## src/inc/etpc_pkg.sv

```systemverilog
// package: constants and types for the ethertype protocol classifier
package etpc_pkg;
  localparam int unsigned PREAMBLE_OCTETS = 7;
  localparam int unsigned SFD_OCTETS      = 1;
  localparam logic [7:0]  SFD_VALUE       = 8'hd5;
  localparam int unsigned DST_OFFSET      = 0;
  localparam int unsigned SRC_OFFSET      = 6;
  localparam int unsigned TYPE_OFFSET     = 12;
  localparam int unsigned VLAN_OCTETS     = 4;
  localparam int unsigned MAC_OCTETS      = 6;
  localparam logic [15:0] TYPE_VLAN       = 16'h8100;
  localparam logic [15:0] TYPE_CLASS_A    = 16'h88ae;
  localparam logic [15:0] TYPE_CLASS_B    = 16'h8892;
  localparam logic [15:0] TYPE_CLASS_C    = 16'h88cd;
  localparam logic [15:0] TYPE_CLASS_D    = 16'h88ab;
  localparam logic [15:0] TYPE_IP         = 16'h8000;
  localparam logic [47:0] VENDOR_LO_RESET = 48'h0000_0000_0000;
  localparam logic [47:0] VENDOR_HI_RESET = 48'h0000_00ff_ffff;
  localparam logic [9:0]  BUF_DEPTH_RESET = 10'h020;

  typedef enum logic [2:0] {
    CLASS_NONE = 3'h0,
    CLASS_A    = 3'h1,
    CLASS_B    = 3'h2,
    CLASS_C    = 3'h3,
    CLASS_D    = 3'h4,
    CLASS_E    = 3'h5
  } etpc_class_type;

  // gray along link -> hunt -> store -> type -> classify path
  typedef enum logic [2:0] {
    ST_LINK     = 3'b000,
    ST_HUNT     = 3'b001,
    ST_STORE    = 3'b011,
    ST_TYPE     = 3'b010,
    ST_CLASSIFY = 3'b110,
    ST_DONE     = 3'b111
  } etpc_state_type;
endpackage

```

## src/hw/etpc_classifier.sv

```systemverilog
// module: mii receive, frame store and ethertype classification
`timescale 1ns/1ns
// Functional notes
// - preamble and delimiter octets never stored
// - destination then source address stored first
// - untagged type field read at offset twelve
// - classify only after frame end, first BUF_DEPTH octets stored
// - map 88ae, 8892, 88cd to classes A-C
// - 88ab is class D, 8000 candidate E
// - IP needs source in vendor range
// - wait for PHY link before accepting frames
// - request system reset after class found
// - raise event, keep classifying, update class
module etpc_classifier #(
  parameter int unsigned BUF_DEPTH = 32,
  parameter logic [47:0] VENDOR_LO = etpc_pkg::VENDOR_LO_RESET,
  parameter logic [47:0] VENDOR_HI = etpc_pkg::VENDOR_HI_RESET
) (
  // clock and reset
  input  wire logic                      core_clk,
  input  wire logic                      rstn,
  // mii receive pins
  input  wire logic                      rx_clk,
  input  wire logic                      rx_dv,
  input  wire logic [3:0]                rxd,
  input  wire logic                      link_up,
  // host side
  output logic      [2:0]                detected_class,
  output logic                           detect_event,
  output logic                           reset_request
);
  localparam int unsigned AW = $clog2(BUF_DEPTH);

  typedef struct packed {
    logic [2:0]           rclk_s;
    logic [1:0]           dv_s1;
    logic                 dv_last;
    logic [3:0]           d_s1;
    logic [3:0]           d_s2;
    logic [1:0]           lk_s;
    logic [3:0]           lo_nib;
    logic                 half;
    logic [3:0]           pre_cnt;
    logic [10:0]          cnt;
    logic [BUF_DEPTH*8-1:0] mem;
    etpc_pkg::etpc_state_type st;
    logic [15:0]          etype;
    logic [2:0]           cls;
    logic                 evt;
    logic                 rst_req;
  } etpc_state_struct_type;

  etpc_state_struct_type r;
  etpc_state_struct_type next_r;

  // byte read from frame memory by index
  function automatic logic [7:0] rd_byte(input logic [BUF_DEPTH*8-1:0] m,
                                         input int unsigned idx);
    rd_byte = m[idx*8 +: 8];
  endfunction

  function automatic logic [47:0] rd_mac(input logic [BUF_DEPTH*8-1:0] m,
                                         input int unsigned base);
    logic [47:0] v;
    v = '0;
    for (int i = 0; i < 6; i++) begin
      v[47-8*i -: 8] = rd_byte(m, base + i);
    end
    rd_mac = v;
  endfunction

  always_comb begin
    logic       rise;
    logic [7:0] byte_v;
    logic [47:0] src;
    next_r = r;
    rise   = 1'b0;
    byte_v = '0;
    src    = '0;
    // two flops on every pin before use
    next_r.rclk_s = {r.rclk_s[1:0], rx_clk};
    next_r.dv_s1  = {r.dv_s1[0], rx_dv};
    next_r.d_s1   = rxd;
    next_r.d_s2   = r.d_s1;
    next_r.lk_s   = {r.lk_s[0], link_up};
    next_r.evt    = 1'b0;
    next_r.rst_req = 1'b0;
    rise = r.rclk_s[1] & ~r.rclk_s[2];
    // valid level at the last rx_clk rise; a frame already running at link-up is not entered
    next_r.dv_last = rise ? r.dv_s1[1] : r.dv_last;
    byte_v = {r.d_s2, r.lo_nib};
    case (r.st)
      etpc_pkg::ST_LINK: begin
        if (r.lk_s[1]) begin
          next_r.st = etpc_pkg::ST_HUNT;
        end
      end
      etpc_pkg::ST_HUNT: begin
        next_r.half    = 1'b0;
        next_r.cnt     = '0;
        if (!r.lk_s[1]) begin
          next_r.st = etpc_pkg::ST_LINK;
        end else if (rise && r.dv_s1[1] && !r.dv_last) begin
          // frame opens; preamble octets are skipped, not stored
          next_r.pre_cnt = '0;
          next_r.st      = etpc_pkg::ST_STORE;
          next_r.lo_nib  = r.d_s2;
          next_r.half    = 1'b1;
        end
      end
      etpc_pkg::ST_STORE: begin
        if (rise) begin
          if (!r.dv_s1[1]) begin
            next_r.st = etpc_pkg::ST_TYPE;
          end else if (!r.half) begin
            next_r.lo_nib = r.d_s2;
            next_r.half   = 1'b1;
          end else begin
            next_r.half = 1'b0;
            if (r.pre_cnt != 4'(etpc_pkg::PREAMBLE_OCTETS + etpc_pkg::SFD_OCTETS)) begin
              // discard preamble until delimiter seen
              if (byte_v == etpc_pkg::SFD_VALUE) begin
                next_r.pre_cnt = 4'(etpc_pkg::PREAMBLE_OCTETS + etpc_pkg::SFD_OCTETS);
              end
            end else begin
              // destination lands at index 0, source at 6
              if (r.cnt < 11'(BUF_DEPTH)) begin
                next_r.mem[r.cnt[AW-1:0]*8 +: 8] = byte_v;
              end
              // long frames only keep the head; the tail is not needed
              if (r.cnt != 11'h7ff) begin
                next_r.cnt = r.cnt + 11'h001;
              end
            end
          end
        end
      end
      etpc_pkg::ST_TYPE: begin
        // read type field back from frame memory
        next_r.etype = {rd_byte(r.mem, etpc_pkg::TYPE_OFFSET),
                        rd_byte(r.mem, etpc_pkg::TYPE_OFFSET + 1)};
        if (next_r.etype == etpc_pkg::TYPE_VLAN) begin
          next_r.etype = {rd_byte(r.mem, etpc_pkg::TYPE_OFFSET + etpc_pkg::VLAN_OCTETS),
                          rd_byte(r.mem, etpc_pkg::TYPE_OFFSET + etpc_pkg::VLAN_OCTETS + 1)};
          // a short tagged frame would otherwise read stale bytes of an older frame
          if (r.cnt < 11'(etpc_pkg::TYPE_OFFSET + etpc_pkg::VLAN_OCTETS + 2)) begin
            next_r.etype = '0;
          end
        end
        // runt frames never reach the type field
        if (r.cnt < 11'(etpc_pkg::TYPE_OFFSET + 2)) begin
          next_r.etype = '0;
        end
        next_r.st = etpc_pkg::ST_CLASSIFY;
      end
      etpc_pkg::ST_CLASSIFY: begin
        src = rd_mac(r.mem, etpc_pkg::SRC_OFFSET);
        next_r.st = etpc_pkg::ST_DONE;
        case (r.etype)
          etpc_pkg::TYPE_CLASS_A: next_r.cls = etpc_pkg::CLASS_A;
          etpc_pkg::TYPE_CLASS_B: next_r.cls = etpc_pkg::CLASS_B;
          etpc_pkg::TYPE_CLASS_C: next_r.cls = etpc_pkg::CLASS_C;
          etpc_pkg::TYPE_CLASS_D: next_r.cls = etpc_pkg::CLASS_D;
          etpc_pkg::TYPE_IP: begin
            if (src >= VENDOR_LO && src <= VENDOR_HI) begin
              next_r.cls = etpc_pkg::CLASS_E;
            end else begin
              next_r.st = etpc_pkg::ST_HUNT;
            end
          end
          default: next_r.st = etpc_pkg::ST_HUNT;
        endcase
      end
      etpc_pkg::ST_DONE: begin
        next_r.evt     = 1'b1;
        next_r.rst_req = 1'b1;
        next_r.st      = etpc_pkg::ST_HUNT;
      end
      default: next_r.st = etpc_pkg::ST_LINK;
    endcase
  end

  always_ff @(posedge core_clk or negedge rstn) begin
    if (!rstn) begin
      r     <= '0;
      r.st  <= etpc_pkg::ST_LINK;
      r.cls <= etpc_pkg::CLASS_NONE;
    end else begin
      r <= next_r;
    end
  end

  assign detected_class = r.cls;
  assign detect_event   = r.evt;
  assign reset_request  = r.rst_req;
endmodule

```

## config.mk

```make
export PLATFORM = sky130hd
export DESIGN_NAME = etpc_classifier
export DESIGN_NICKNAME = d
export VERILOG_FILES = /design/src/inc/etpc_pkg.sv /design/src/hw/etpc_classifier.sv
export SDC_FILE = /design/constraint.sdc
export NUM_CORES = 1
export LEC_CHECK = 0
export BUFFER_PORTS_ARGS = -buffer_cell sky130_fd_sc_hd__buf_2
export CORE_MARGIN = 1.5
export CORE_UTILIZATION = 55
export DETAILED_ROUTE_END_ITERATION = 7
export HOLD_SLACK_MARGIN = 0.1
export PLACE_DENSITY = 0.74
export SETUP_SLACK_MARGIN = 0.5
export SLEW_MARGIN = 0
export SYNTH_ARGS = -nofsm -noshare
export SYNTH_HDL_FRONTEND = slang
export SYNTH_SLANG_ARGS = --single-unit
```

## constraint.sdc

```tcl
create_clock -name core_clk -period 2.5 [get_ports core_clk]
set_input_delay 0.25 -clock core_clk [delete_from_list [all_inputs] [get_ports core_clk]]
set_output_delay 0.25 -clock core_clk [all_outputs]
set_load 0.01 [all_outputs]
```

== Yosys cells after proc, flatten, opt, wreduce, memory -nomap -nowiden ==
Cells that the tools add are included.

* Flip-flop bits (word level): 316
* Latch bits: 0
* RAM bits: 0
* ROM bits: 0
* Bits of input ports: 9
* Logic and storage cells: 98
* Memories: 0

* Add/subtract/negate cells: 2
* $mul: 0
* Divide/modulo/power cells: 0
* Order comparisons: 5
* Equal/unequal tests: 28
* Shift-type cells: 2
* Multiplexer cells: 27
* Bitwise operators: 3
* Reduce and logical (&&, ||, !) cells: 15

{| class="wikitable"
|+ Operators with widths
! operator !! count
|-
| 279-bit two-way mux || 1
|-
| 276-bit two-way mux || 1
|-
| 271-bit two-way mux || 1
|-
| 267-bit two-way mux || 1
|-
| 256-bit bitwise mux || 1
|-
| 256-bit two-way mux || 1
|-
| 8-bit by 34-bit variable shift with 256-bit output (first input constant) || 1
|-
| 8-bit by 34-bit variable part select with 256-bit output || 1
|-
| 16-bit == test (second input constant) || 6
|-
| 48-bit by 1-bit >= comparator with 1-bit output (second input constant) || 1
|-
| 48-bit by 24-bit less-or-equal comparator with 1-bit output (second input constant) || 1
|-
| 16-bit two-way mux || 3
|-
| 20-bit one-hot mux with 2 select lines || 1
|-
| 8-bit negation with 34-bit output || 1
|-
| 2-bit inequality test (second input constant) || 13
|-
| 3-bit two-way mux || 6
|-
| 9-bit two-way mux || 2
|-
| 3-bit one-hot mux with 6 select lines || 1
|-
| 6-bit AND reduction || 3
|-
| 3-bit one-hot mux with 5 select lines || 1
|-
| 4-bit two-way mux || 3
|-
| 11-bit by 1-bit adder with 11-bit output (second input constant) || 1
|-
| 11-bit by 4-bit less-than comparator with 1-bit output (second input constant) || 1
|-
| 11-bit by 5-bit less-than comparator with 1-bit output (second input constant) || 1
|-
| other kinds (23) || 29
|}

== Longest topological paths before layout ==
Gate-level depths: netlist of run 1.

* Word-level depth: 9
* Depth in mapped cells: 9

== Worst setup path after synthesis of run 1 ==
OpenSTA, ideal clock, no wires.

* Path type: flip-flop to flip-flop
* From: register r[283] (netlist bit)
* To: register r[72] (netlist bit)
* Setup time: 125 ps
* Data arrival time: 2,445 ps
* Required time: 2,375 ps
* Slack: -70 ps
* Cell stages (with the launch flop): 10
* Path through: dfrtp_1 -> clkbuf_1 -> nor2_1 -> and2_1 -> ha_1 -> clkbuf_1 -> clkinv_1 -> or4b_4 -> buf_6 -> mux2_4

* Cells in the longest elaborated chain, start to end: 3

{| class="wikitable"
|+ Ends and longest elaborated chain
! item !! RTL line !! source
|-
| start, declared || etpc_classifier.sv:53 || <nowiki>etpc_state_struct_type r;</nowiki>
|-
| start signal, assigned || etpc_classifier.sv:189 || <nowiki>r <= next_r;</nowiki>
|-
| 8-bit negation with 34-bit output || etpc_classifier.sv:128 || <nowiki>next_r.mem[r.cnt[AW-1:0]*8 +: 8] = byte_v;</nowiki>
|-
| 8-bit by 34-bit variable part select with 256-bit output / 8-bit by 34-bit variable shift with 256-bit output (equally long branches) || etpc_classifier.sv:128 ||
|-
| 256-bit bitwise mux || etpc_classifier.sv:128 ||
|}

Several ways; a longest one is shown, not always the timed one.
A chain may end at the register's enable or synchronous reset.

== Worst setup path in the final report of run 1 ==
* From: register r[288] (netlist bit)
* To: register r[72] (netlist bit)

* Cells in the longest elaborated chain, start to end: 2

{| class="wikitable"
|+ Ends and longest elaborated chain
! item !! RTL line !! source
|-
| 11-bit by 6-bit less-than comparator with 1-bit output || etpc_classifier.sv:127 || <nowiki>if (r.cnt < 11'(BUF_DEPTH)) begin</nowiki>
|-
| 6-bit AND reduction (no source line) || -- ||
|}

Every way passes these cells.

==> qor.yml, run 1 <==
run_status:
  status: "completed"
global_routing:
  use_met3: 0.03606
  grt_max_degree: 46
  grt_pass1_vias: 3779
  antenna_found_initial: 0
  grt_first_pass_wirelength_mm: 18.75
  grtUsageMet1: 0.3060
  grt_busiest_layer: "met2"
  overflow: 0
  globalRouteMet2Util: 0.4179
  track_usage: 0.2392
floorplanning:
  dieArea_mm2: 0.01017
  die_y_um: 100.9
  io_pins: 14
  floorplan.initialDensity: 0.5699
  die_w_um: 100.9
  core_area_mm2: 0.009240
  rows: 35
synthesis:
  syn_nets: 480
  yosys_warnings: 0
  synth.distinct_cells: 50
  synth-seq-cells: 112
  synth_area_per_cell_um2: 11.25
  synth_ff_type: "dfrtp_1"
  synth_edf_count: 0
  synth_area_mm2: 0.005266
  async_flop_share: 1.000
  synth.yosys.seq_area_share: 0.5322
  syn_inst: 468
finish:
  diodes: 0
  drive_above_1_share: 0.3249
  nFillCells: 687
  final_cells: 643
  area_delta_synth_final_pct: 18.15
  final_nets: 521
  final_util: 0.6734
timing:
  final_hold_viol_count: 0
  finalSetupViolations: 0
  fin_crit_sh: 0.9294
  worst_pin_slew_ns: 0.6432
  slew_headroom: 0.5675
  period_minus_slack_ns: 2.324
  fin_skew_ns: 0.01176
  fmax_mhz: 430.4
  final-max-slew-violation-count: 0
  fin_tns_setup_ns: 0
  setup_ws_ns: 0.1765
  rsz0062_at_grt: "yes"
  hold_slack_ns: 0.3193
critical_path:
  crit_buf_inv: 0
  cpLargestDelayFamily: "simple AND/OR/NAND/NOR gates"
  worst_ep_arrival_time_ns: 2.58
  critical_path.slowest_cell: "or4b_4"
  crit_type: "reg2reg"
  worst-endpoint-required_ns: 2.76
  crit_fanout: 8
  crit_path_start_kind: "flop"
  crit_chain: "or4_4, nor3_4, nand3_4, or4b_4, mux2_4"
  cpPeakStageDelay_ns: 0.63
  crit_path_end_kind: "flop"
detailed_routing:
  drtIter0Drc: 174
  via_count: 3738
  ant_nets: 0
  drt-total-wl_mm: 11.42
  route.detailed.drc: 0
  avgViaCountPerCell: 5.813
  wl_per_cell_um: 17.76
  dr.pass1.iters: 4
min_path:
  hp-class: "in2async"
power:
  irDropWorstVdd_mv: 0.6387
  p_leak_uw: 0.002892
  power_density_mw_per_mm2: 536.3
placement:
  pre_cts_ws_ns: 0.09130
  io_buffers: 13
  dp_hpwl_mm: 7.657
  place_congestion: 0.8797
  dp_cells: 608
run:
  maxCapViolations: 0
clocking:
  cts-root-buf: "clkbuf_8"
  clk_transition_reported_paths_ns: 0.11
  cts_tree: "built"
  cts_sinks: 112
  numCtsBuffers: 9
  clk_latency_ns: 0.37
  clock_path_buffers: 2
  htree_levels: 3
==> state kept, by name, indices dropped and copies added (netlist names) <==
name	count
r	100
next_r	8
detected_class	3
detect_event	1
==> cell type report <==
type	instances	area (um^2)	area share
clock buffers	10	127.6	0.02051
clock inverters	6	55.05	0.008848
inverters	11	41.29	0.006636
multi-input cells	322	2595	0.4171
flip-flops and latches	112	2803	0.4504
well taps	129	161.4	0.02594
repair buffers	53	439.2	0.07058
==> metrics by stage <==
stage,total power [uW],cell area (um^2)
after floorplan,2171,5316
after global placement,2318,5565
after detailed placement,2328,5565
after CTS,3353,5959
final,3337,6222
after global routing,3492,6222
==> power by group <==
| part | switching (uW) | internal (uW) | leakage, uW |
|---|---|---|---|
| Clock | 622 | 379 | 0.0000900 |
| Combinational | 221 | 147 | 0.00128 |
| Sequential | 85.0 | 1880 | 0.00152 |
| Total | 929 | 2410 | 0.00289 |
==> worst reg2reg max path: cells and delay by family (launching register included) <==
family / cells / cell delay (ns)
multiplexers: 1 / 0.34
flip-flops: 1 / 0.40
AND/OR/NAND/NOR: 4 / 1.49
==> kinds of logic (layout without fill, tap and decap cells) <==
group	count (synthesis)	in the layout	share of synthesized area
DFF	112	112	0.5322
xor gates and xnor gates	1	1	0.001663
adders and majority gates	3	3	0.007128
and+or+nand+nor	178	178	0.1917
muxes	64	64	0.1459
buffers and inverters	34	80	0.03207
AOI/OAI and AO/OA	76	76	0.08933
==> path summary, 6_finish.rpt <==
path	start	end	slack (ns)	cells after the start
worst max-delay path	r[288]	r[72]	0.18	5
worst min-delay path	rstn	r[156]	0.32	2
worst max register to register	r[288]	r[72]	0.18	5
worst min register to register	next_r[302]	r[302]	0.36	0
max in group asynchronous	rstn	r[281]	1.34	3
min in group core_clk	next_r[302]	r[302]	0.36	0
==> placed cells by master, fill, tap and decap left out, drive strengths merged, types with 4 or more instances in the layout <==
cell type and instances:
clkinv 4, o31ai 4, inv 12, nor3 12, nor2b 8, nand2b 6, nand2 48, and2 17
dfrtp 112, nand3 10, nand4b 6, clkbuf 10, mux2i 7, mux2 57, nor2 22, nor4 14
dlygate4sd3 8, and3 12, a31oi 4, a21oi 26, buf 45, nand4 6, o21ai 23
==> routing by layer <==
layer	part of all wire	up-vias
met5	0	-
met4	0.028	0
met3	0.028	27
met2	0.49	76
met1	0.45	1872
li1	-	1763
==> synth_stat cells, drive strengths merged (2+ instances only) <==
cell / count / area (um^2)
nor4bb: 3 / 30.03
inv: 10 / 37.54
or4b: 2 / 27.53
buf: 10 / 78.82
nand3b: 2 / 15.01
nand4b: 6 / 52.55
ha: 3 / 37.54
a21oi: 26 / 130.1
o21a: 3 / 22.52
and3b: 3 / 26.28
nand4: 6 / 37.54
and2: 17 / 106.4
and3: 12 / 76.33
a41oi: 3 / 26.28
clkbuf: 13 / 48.80
nor3: 12 / 71.32
o22a: 2 / 17.52
nor2: 22 / 82.58
nor2b: 8 / 50.05
nor4: 14 / 93.84
nand2: 48 / 180.2
dfrtp: 112 / 2803
a221o: 3 / 30.03
mux2i: 7 / 70.07
mux2: 57 / 698.2
o21ai: 23 / 115.1
a22o: 2 / 17.52
nand3: 10 / 62.56
o31ai: 4 / 30.03
a31oi: 4 / 25.02
a21o: 2 / 15.01
nor4b: 3 / 26.28
nand2b: 6 / 37.54
==> repair_timing <==
| item | 4_1_cts | 5_1_grt |
|---|---|---|
| endpoints found under the hold margin | 32 | 0 |
| pin swaps | 5 | 17 |
| gates resized for setup | 19 | 66 |
| cloned | 1 | 1 |
| hold buffers | 8 | 0 |
| setup buffers | 5 | 4 |
| setup endpoints to repair | 84 | 82 |
Power figures use the tool's default switching activity.
==> run 2, diff against run 1 <==
==> constraint.sdc (replaced) <==
create_clock -name core_clk -period 2.5 [get_ports core_clk]
set_input_delay 0.5 -clock core_clk [delete_from_list [all_inputs] [get_ports core_clk]]
set_output_delay 0.5 -clock core_clk [all_outputs]
set_load 0.01 [all_outputs]
==> qor.yml, run 2 (same netlist as run 1, synthesis figures left out) <==
finish:
  top_register: "r"
  final_cells: 640
  area_delta_synth_final_pct: 18.84
  largest_reg_flops: 100
  layout_commonest_cell: "dfrtp_1"
  drive_above_1_share: 0.3405
  diodes: 0
  final_cell_mix: "dfrtp_1 (111), nand2_1 (47), mux2_2 (41)"
  final_nets: 518
power:
  power_density_mw_per_mm2: 552.6
  p_leak_uw: 0.002900
  irDropWorstVdd_mv: 0.4672
critical_path:
  reg2reg_depth: 5
  worst-endpoint-required_ns: 2.77
  crit_path_end_kind: "flop"
  crit_path_start_kind: "flop"
  crit_type: "reg2reg"
  regToRegSetupSlack_ns: 0.12
  worst_ep_arrival_time_ns: 2.65
  rr_startpoint: "r[288]"
  crit_fanout: 8
  r2r_end: "r[72]"
clocking:
  htree_levels: 3
  clock_path_buffers: 2
  cts-root-buf: "clkbuf_8"
  numCtsBuffers: 9
  clk_transition_reported_paths_ns: 0.10
  cts_sinks: 112
  cts_tree: "built"
  clk_latency_ns: 0.38
timing:
  fin_crit_sh: 0.9522
  fin_skew_ns: 0.009028
  final-max-slew-violation-count: 0
  rsz0062_at_grt: "yes"
  period_minus_slack_ns: 2.380
  fmax_mhz: 420.1
  final_hold_viol_count: 0
  finalSetupViolations: 0
  worst_pin_slew_ns: 0.8872
  slew_headroom: 0.4035
  fin_tns_setup_ns: 0
detailed_routing:
  drt-total-wl_mm: 11.85
  wl_per_cell_um: 18.51
  dr.pass1.iters: 4
  route.detailed.drc: 0
  avgViaCountPerCell: 5.964
  via_count: 3817
  drtIter0Drc: 153
  ant_nets: 0
floorplanning:
  floorplan.initialDensity: 0.5699
  die_w_um: 100.9
  die_y_um: 100.9
  core_area_mm2: 0.009240
  rows: 35
  io_pins: 14
  dieArea_mm2: 0.01017
min_path:
  hp-class: "in2reg"
  min_path_cells: 1
  hp-start: "rxd[0]"
  min_to: "next_r[302]"
global_routing:
  track_usage: 0.2407
  overflow: 0
  antenna_found_initial: 0
  grt_max_degree: 68
  grt_pass1_vias: 3764
  grt_first_pass_wirelength_mm: 18.68
run:
  maxCapViolations: 0
placement:
  io_buffers: 13
  place_congestion: 0.8866
  dp_hpwl_mm: 7.847
  dp_cells: 608
run_status:
  status: "completed"
-- run 2: area by class of cell --
cell class	count	area [um^2]
Multi-Input combinational cell	323	2613
Timing Repair Buffer	49	426.7
Clock buffer	10	137.6
Clock inverter	6	75.07
Fill cell	648	2982
Tap cell	129	161.4
Sequential cell	112	2804
Inverter	11	41.29
-- run 2: critical path, stage by stage, from the launching register on --
cell     delay [ns]
dfrtp_1        0.39
or4_4          0.55
nor3_4         0.23
nand3_4        0.11
or4b_4         0.65
mux2_4         0.34
-- run 2: how the worst max path moves through the flow --
stage / endpoint / from / cells past startpoint
after detailed placement: r[77] / r[280] / 7
after CTS: r[72] / r[288] / 5
final: r[72] / r[288] / 5
after global routing: r[72] / r[280] / 7
after global placement: r[72] / r[286] / 5
after floorplan: r[72] / r[288] / 7
-- run 2: report_power, final --
| group | internal, uW | switching (uW) | total (uW) |
|---|---|---|---|
| clock network | 505 | 624 | 1130 |
| registers | 1880 | 85.7 | 1970 |
| logic | 140 | 222 | 363 |
| total | 2530 | 932 | 3460 |
-- run 2: metrics by stage --
step           hold slack, ns    util  total power [uW]  setup slack [ns]  instance area (um^2)
2_1_floorplan          0.2044       -              2171           0.08393                  5316
3_5_place_dp           0.3347  0.6023              2327            0.1009                  5565
5_1_grt                0.1992  0.6773              3616           0.06661                  6259
4_1_cts                0.2059  0.6424              3469            0.1418                  5936
6_report               0.2202  0.6773              3459            0.1195                  6259
3_3_place_gp           0.3324  0.6023              2318            0.1447                  5565
-- run 2: what timing repair did --
item                                   in CTS  in global routing
setup endpoints to repair                  83                 86
resized for setup                          32                 58
endpoints found under the hold margin      16                  0
cloned                                      1                  2
pin swaps                                   5                 27
buffers inserted                            4                  8
hold buffers                                1                  0
-- run 2: metal layers --
layer / up-vias / GRT usage / routed length, um
li1: 1759 / - / -
met1: 1958 / 0.3149 / 5086
met2: 82 / 0.4054 / 5931
met3: 18 / 0.04577 / 606
met4: 0 / 0.07909 / 221
met5: - / 0 / 0
==> run 3, diff against run 2 <==
--- a/config.mk
+++ b/config.mk
@@ -11,4 +11,5 @@
 export DETAILED_ROUTE_END_ITERATION = 7
 export HOLD_SLACK_MARGIN = 0.1
+export MAX_ROUTING_LAYER = met4
 export PLACE_DENSITY = 0.74
 export SETUP_SLACK_MARGIN = 0.5
==> constraint.sdc (replaced) <==
create_clock -name core_clk -period 2.5 [get_ports core_clk]
set_input_delay 0.5 -clock core_clk [delete_from_list [all_inputs] [get_ports core_clk]]
set_output_delay 0.5 -clock core_clk [all_outputs]
set_load 0.1 [all_outputs]
==> qor.yml, run 3 (same netlist as run 1, synthesis figures left out) <==
finish:
  diodes: 0
  layout_commonest_cell: "dfrtp_1"
  area_delta_synth_final_pct: 18.84
  largest_reg_flops: 100
  final_nets: 518
  top_register: "r"
  nFillCells: 648
  design_area_mm2: 0.006259
  final_cell_mix: "dfrtp_1 (111), nand2_1 (47), mux2_2 (41)"
  drive_above_1_share: 0.3405
timing:
  fmax_mhz: 420.5
  hold_slack_ns: 0.2276
  finalSetupViolations: 0
  final-max-slew-violation-count: 0
  final_hold_viol_count: 0
  slew_headroom: 0.4039
  fin_skew_ns: 0.008245
  rsz0062_at_grt: "yes"
  fin_tns_setup_ns: 0
  fin_crit_sh: 0.9514
  worst_pin_slew_ns: 0.8865
  period_minus_slack_ns: 2.378
clocking:
  clk_transition_reported_paths_ns: 0.10
  cts_sinks: 112
  cts_tree: "built"
  clk_latency_ns: 0.37
  numCtsBuffers: 9
  cts-root-buf: "clkbuf_8"
  clock_path_buffers: 2
  htree_levels: 3
critical_path:
  cpPeakStageDelay_ns: 0.65
  r2r_end: "r[72]"
  worst_ep_arrival_time_ns: 2.64
  crit_fanout: 8
  crit_type: "reg2reg"
  critical_path.slowest_cell: "or4b_4"
  crit_buf_inv: 0
  crit_path_start_kind: "flop"
  reg2reg_depth: 5
  worst-endpoint-required_ns: 2.76
  rr_startpoint: "r[288]"
  cpLargestDelayFamily: "simple AND/OR/NAND/NOR gates"
  crit_chain: "or4_4, nor3_4, nand3_4, or4b_4, mux2_4"
  regToRegSetupSlack_ns: 0.12
  crit_path_end_kind: "flop"
floorplanning:
  dieArea_mm2: 0.01017
  floorplan.initialDensity: 0.5699
  rows: 35
  io_pins: 14
  core_area_mm2: 0.009240
  die_y_um: 100.9
  die_w_um: 100.9
power:
  p_leak_uw: 0.002900
  power_density_mw_per_mm2: 553.8
  p_sw_uw: 939.0
  clockPowerShare: 0.325
  power_uw: 3466
  irDropWorstVdd_mv: 0.4673
  intPower_uw: 2527
  p_comb_frac: 0.108
  seq_power_share: 0.568
  swShare: 0.2709
detailed_routing:
  via_count: 3839
  avgViaCountPerCell: 5.998
  wl_per_cell_um: 18.56
  drt-total-wl_mm: 11.88
  route.detailed.drc: 0
  drtIter0Drc: 147
  dr.pass1.iters: 4
  ant_nets: 0
run:
  maxCapViolations: 0
placement:
  place_congestion: 0.9015
  io_buffers: 13
  dp_hpwl_mm: 7.847
  place_area_mm2: 0.005565
global_routing:
  grt_max_degree: 68
  overflow: 0
  antenna_found_initial: 0
  grt_pass1_vias: 3770
  track_usage: 0.2475
  grt_first_pass_wirelength_mm: 18.68
min_path:
  hp-class: "in2reg"
  min_path_cells: 1
  hp-start: "rxd[0]"
  min_to: "next_r[302]"
run_status:
  status: "completed"
==> run 3: cell counts in the layout (fill, tap and decap cells not counted) <==
Identical to the previous run, type by type.
==> run 3: per-layer routing <==
layer | routed length [um] | global-route usage
met5 | 0 | -
met4 | 193 | 0.07909
met3 | 525 | 0.04577
met2 | 5896 | 0.4075
met1 | 5261 | 0.3117
==> run 3: layout make-up <==
cell class                 instances  area [um^2]  share of cell area
multi-input combinational        323         2613              0.4174
clock inverter                     6        75.07             0.01200
sequential                       112         2804              0.4480
timing repair buffer              49        426.7             0.06817
tap                              129        161.4             0.02579
inverter                          11        41.29            0.006597
clock buffer                      10        137.6             0.02199
==> run 3: stage by stage <==
stage | std cells | util | setup WS, ns
3_5_place_dp | 608 | 0.6023 | 0.1009
4_1_cts | 630 | 0.6424 | 0.1418
6_report | 640 | 0.6773 | 0.1216
5_1_grt | 640 | 0.6773 | 0.05855
3_3_place_gp | 608 | 0.6023 | 0.1447
2_1_floorplan | 468 | - | 0.08393
==> run 3: how the worst max path moves through the flow <==
stage                      start  endpoint  slack [ns]  cells after the start
final                     r[288]     r[72]        0.12                      5
after global placement    r[286]     r[72]        0.14                      5
after CTS                 r[288]     r[72]        0.14                      5
after detailed placement  r[280]     r[77]        0.10                      7
after floorplan           r[288]     r[72]        0.08                      7
after global routing      r[288]     r[72]        0.06                      5
==> run 3: what timing repair did <==
| item | 4_1_cts | 5_1_grt |
|---|---|---|
| setup endpoints to repair | 83 | 86 |
| resized for setup | 32 | 58 |
| cloned | 1 | 2 |
| setup buffers | 4 | 8 |
| pin swaps | 5 | 27 |
| hold endpoints to repair | 16 | 0 |
| hold buffers | 1 | 0 |
==> run 3: power by group through the flow <==
stage          Sequential, uW  Clock [uW]  Combinational, uW
6_report                 1970        1130                373
5_1_grt                  1980        1230                415
4_1_cts                  1960        1160                356
3_5_place_dp             2000           0                338
3_3_place_gp             2000           0                331
2_1_floorplan            1970           0                210
==> run 3: worst register-to-register path, cell delays in order, from the launching register on <==
cell and delay (ns):
dfrtp_1 0.40, or4_4 0.55, nor3_4 0.23, nand3_4 0.11
or4b_4 0.65, mux2_4 0.34
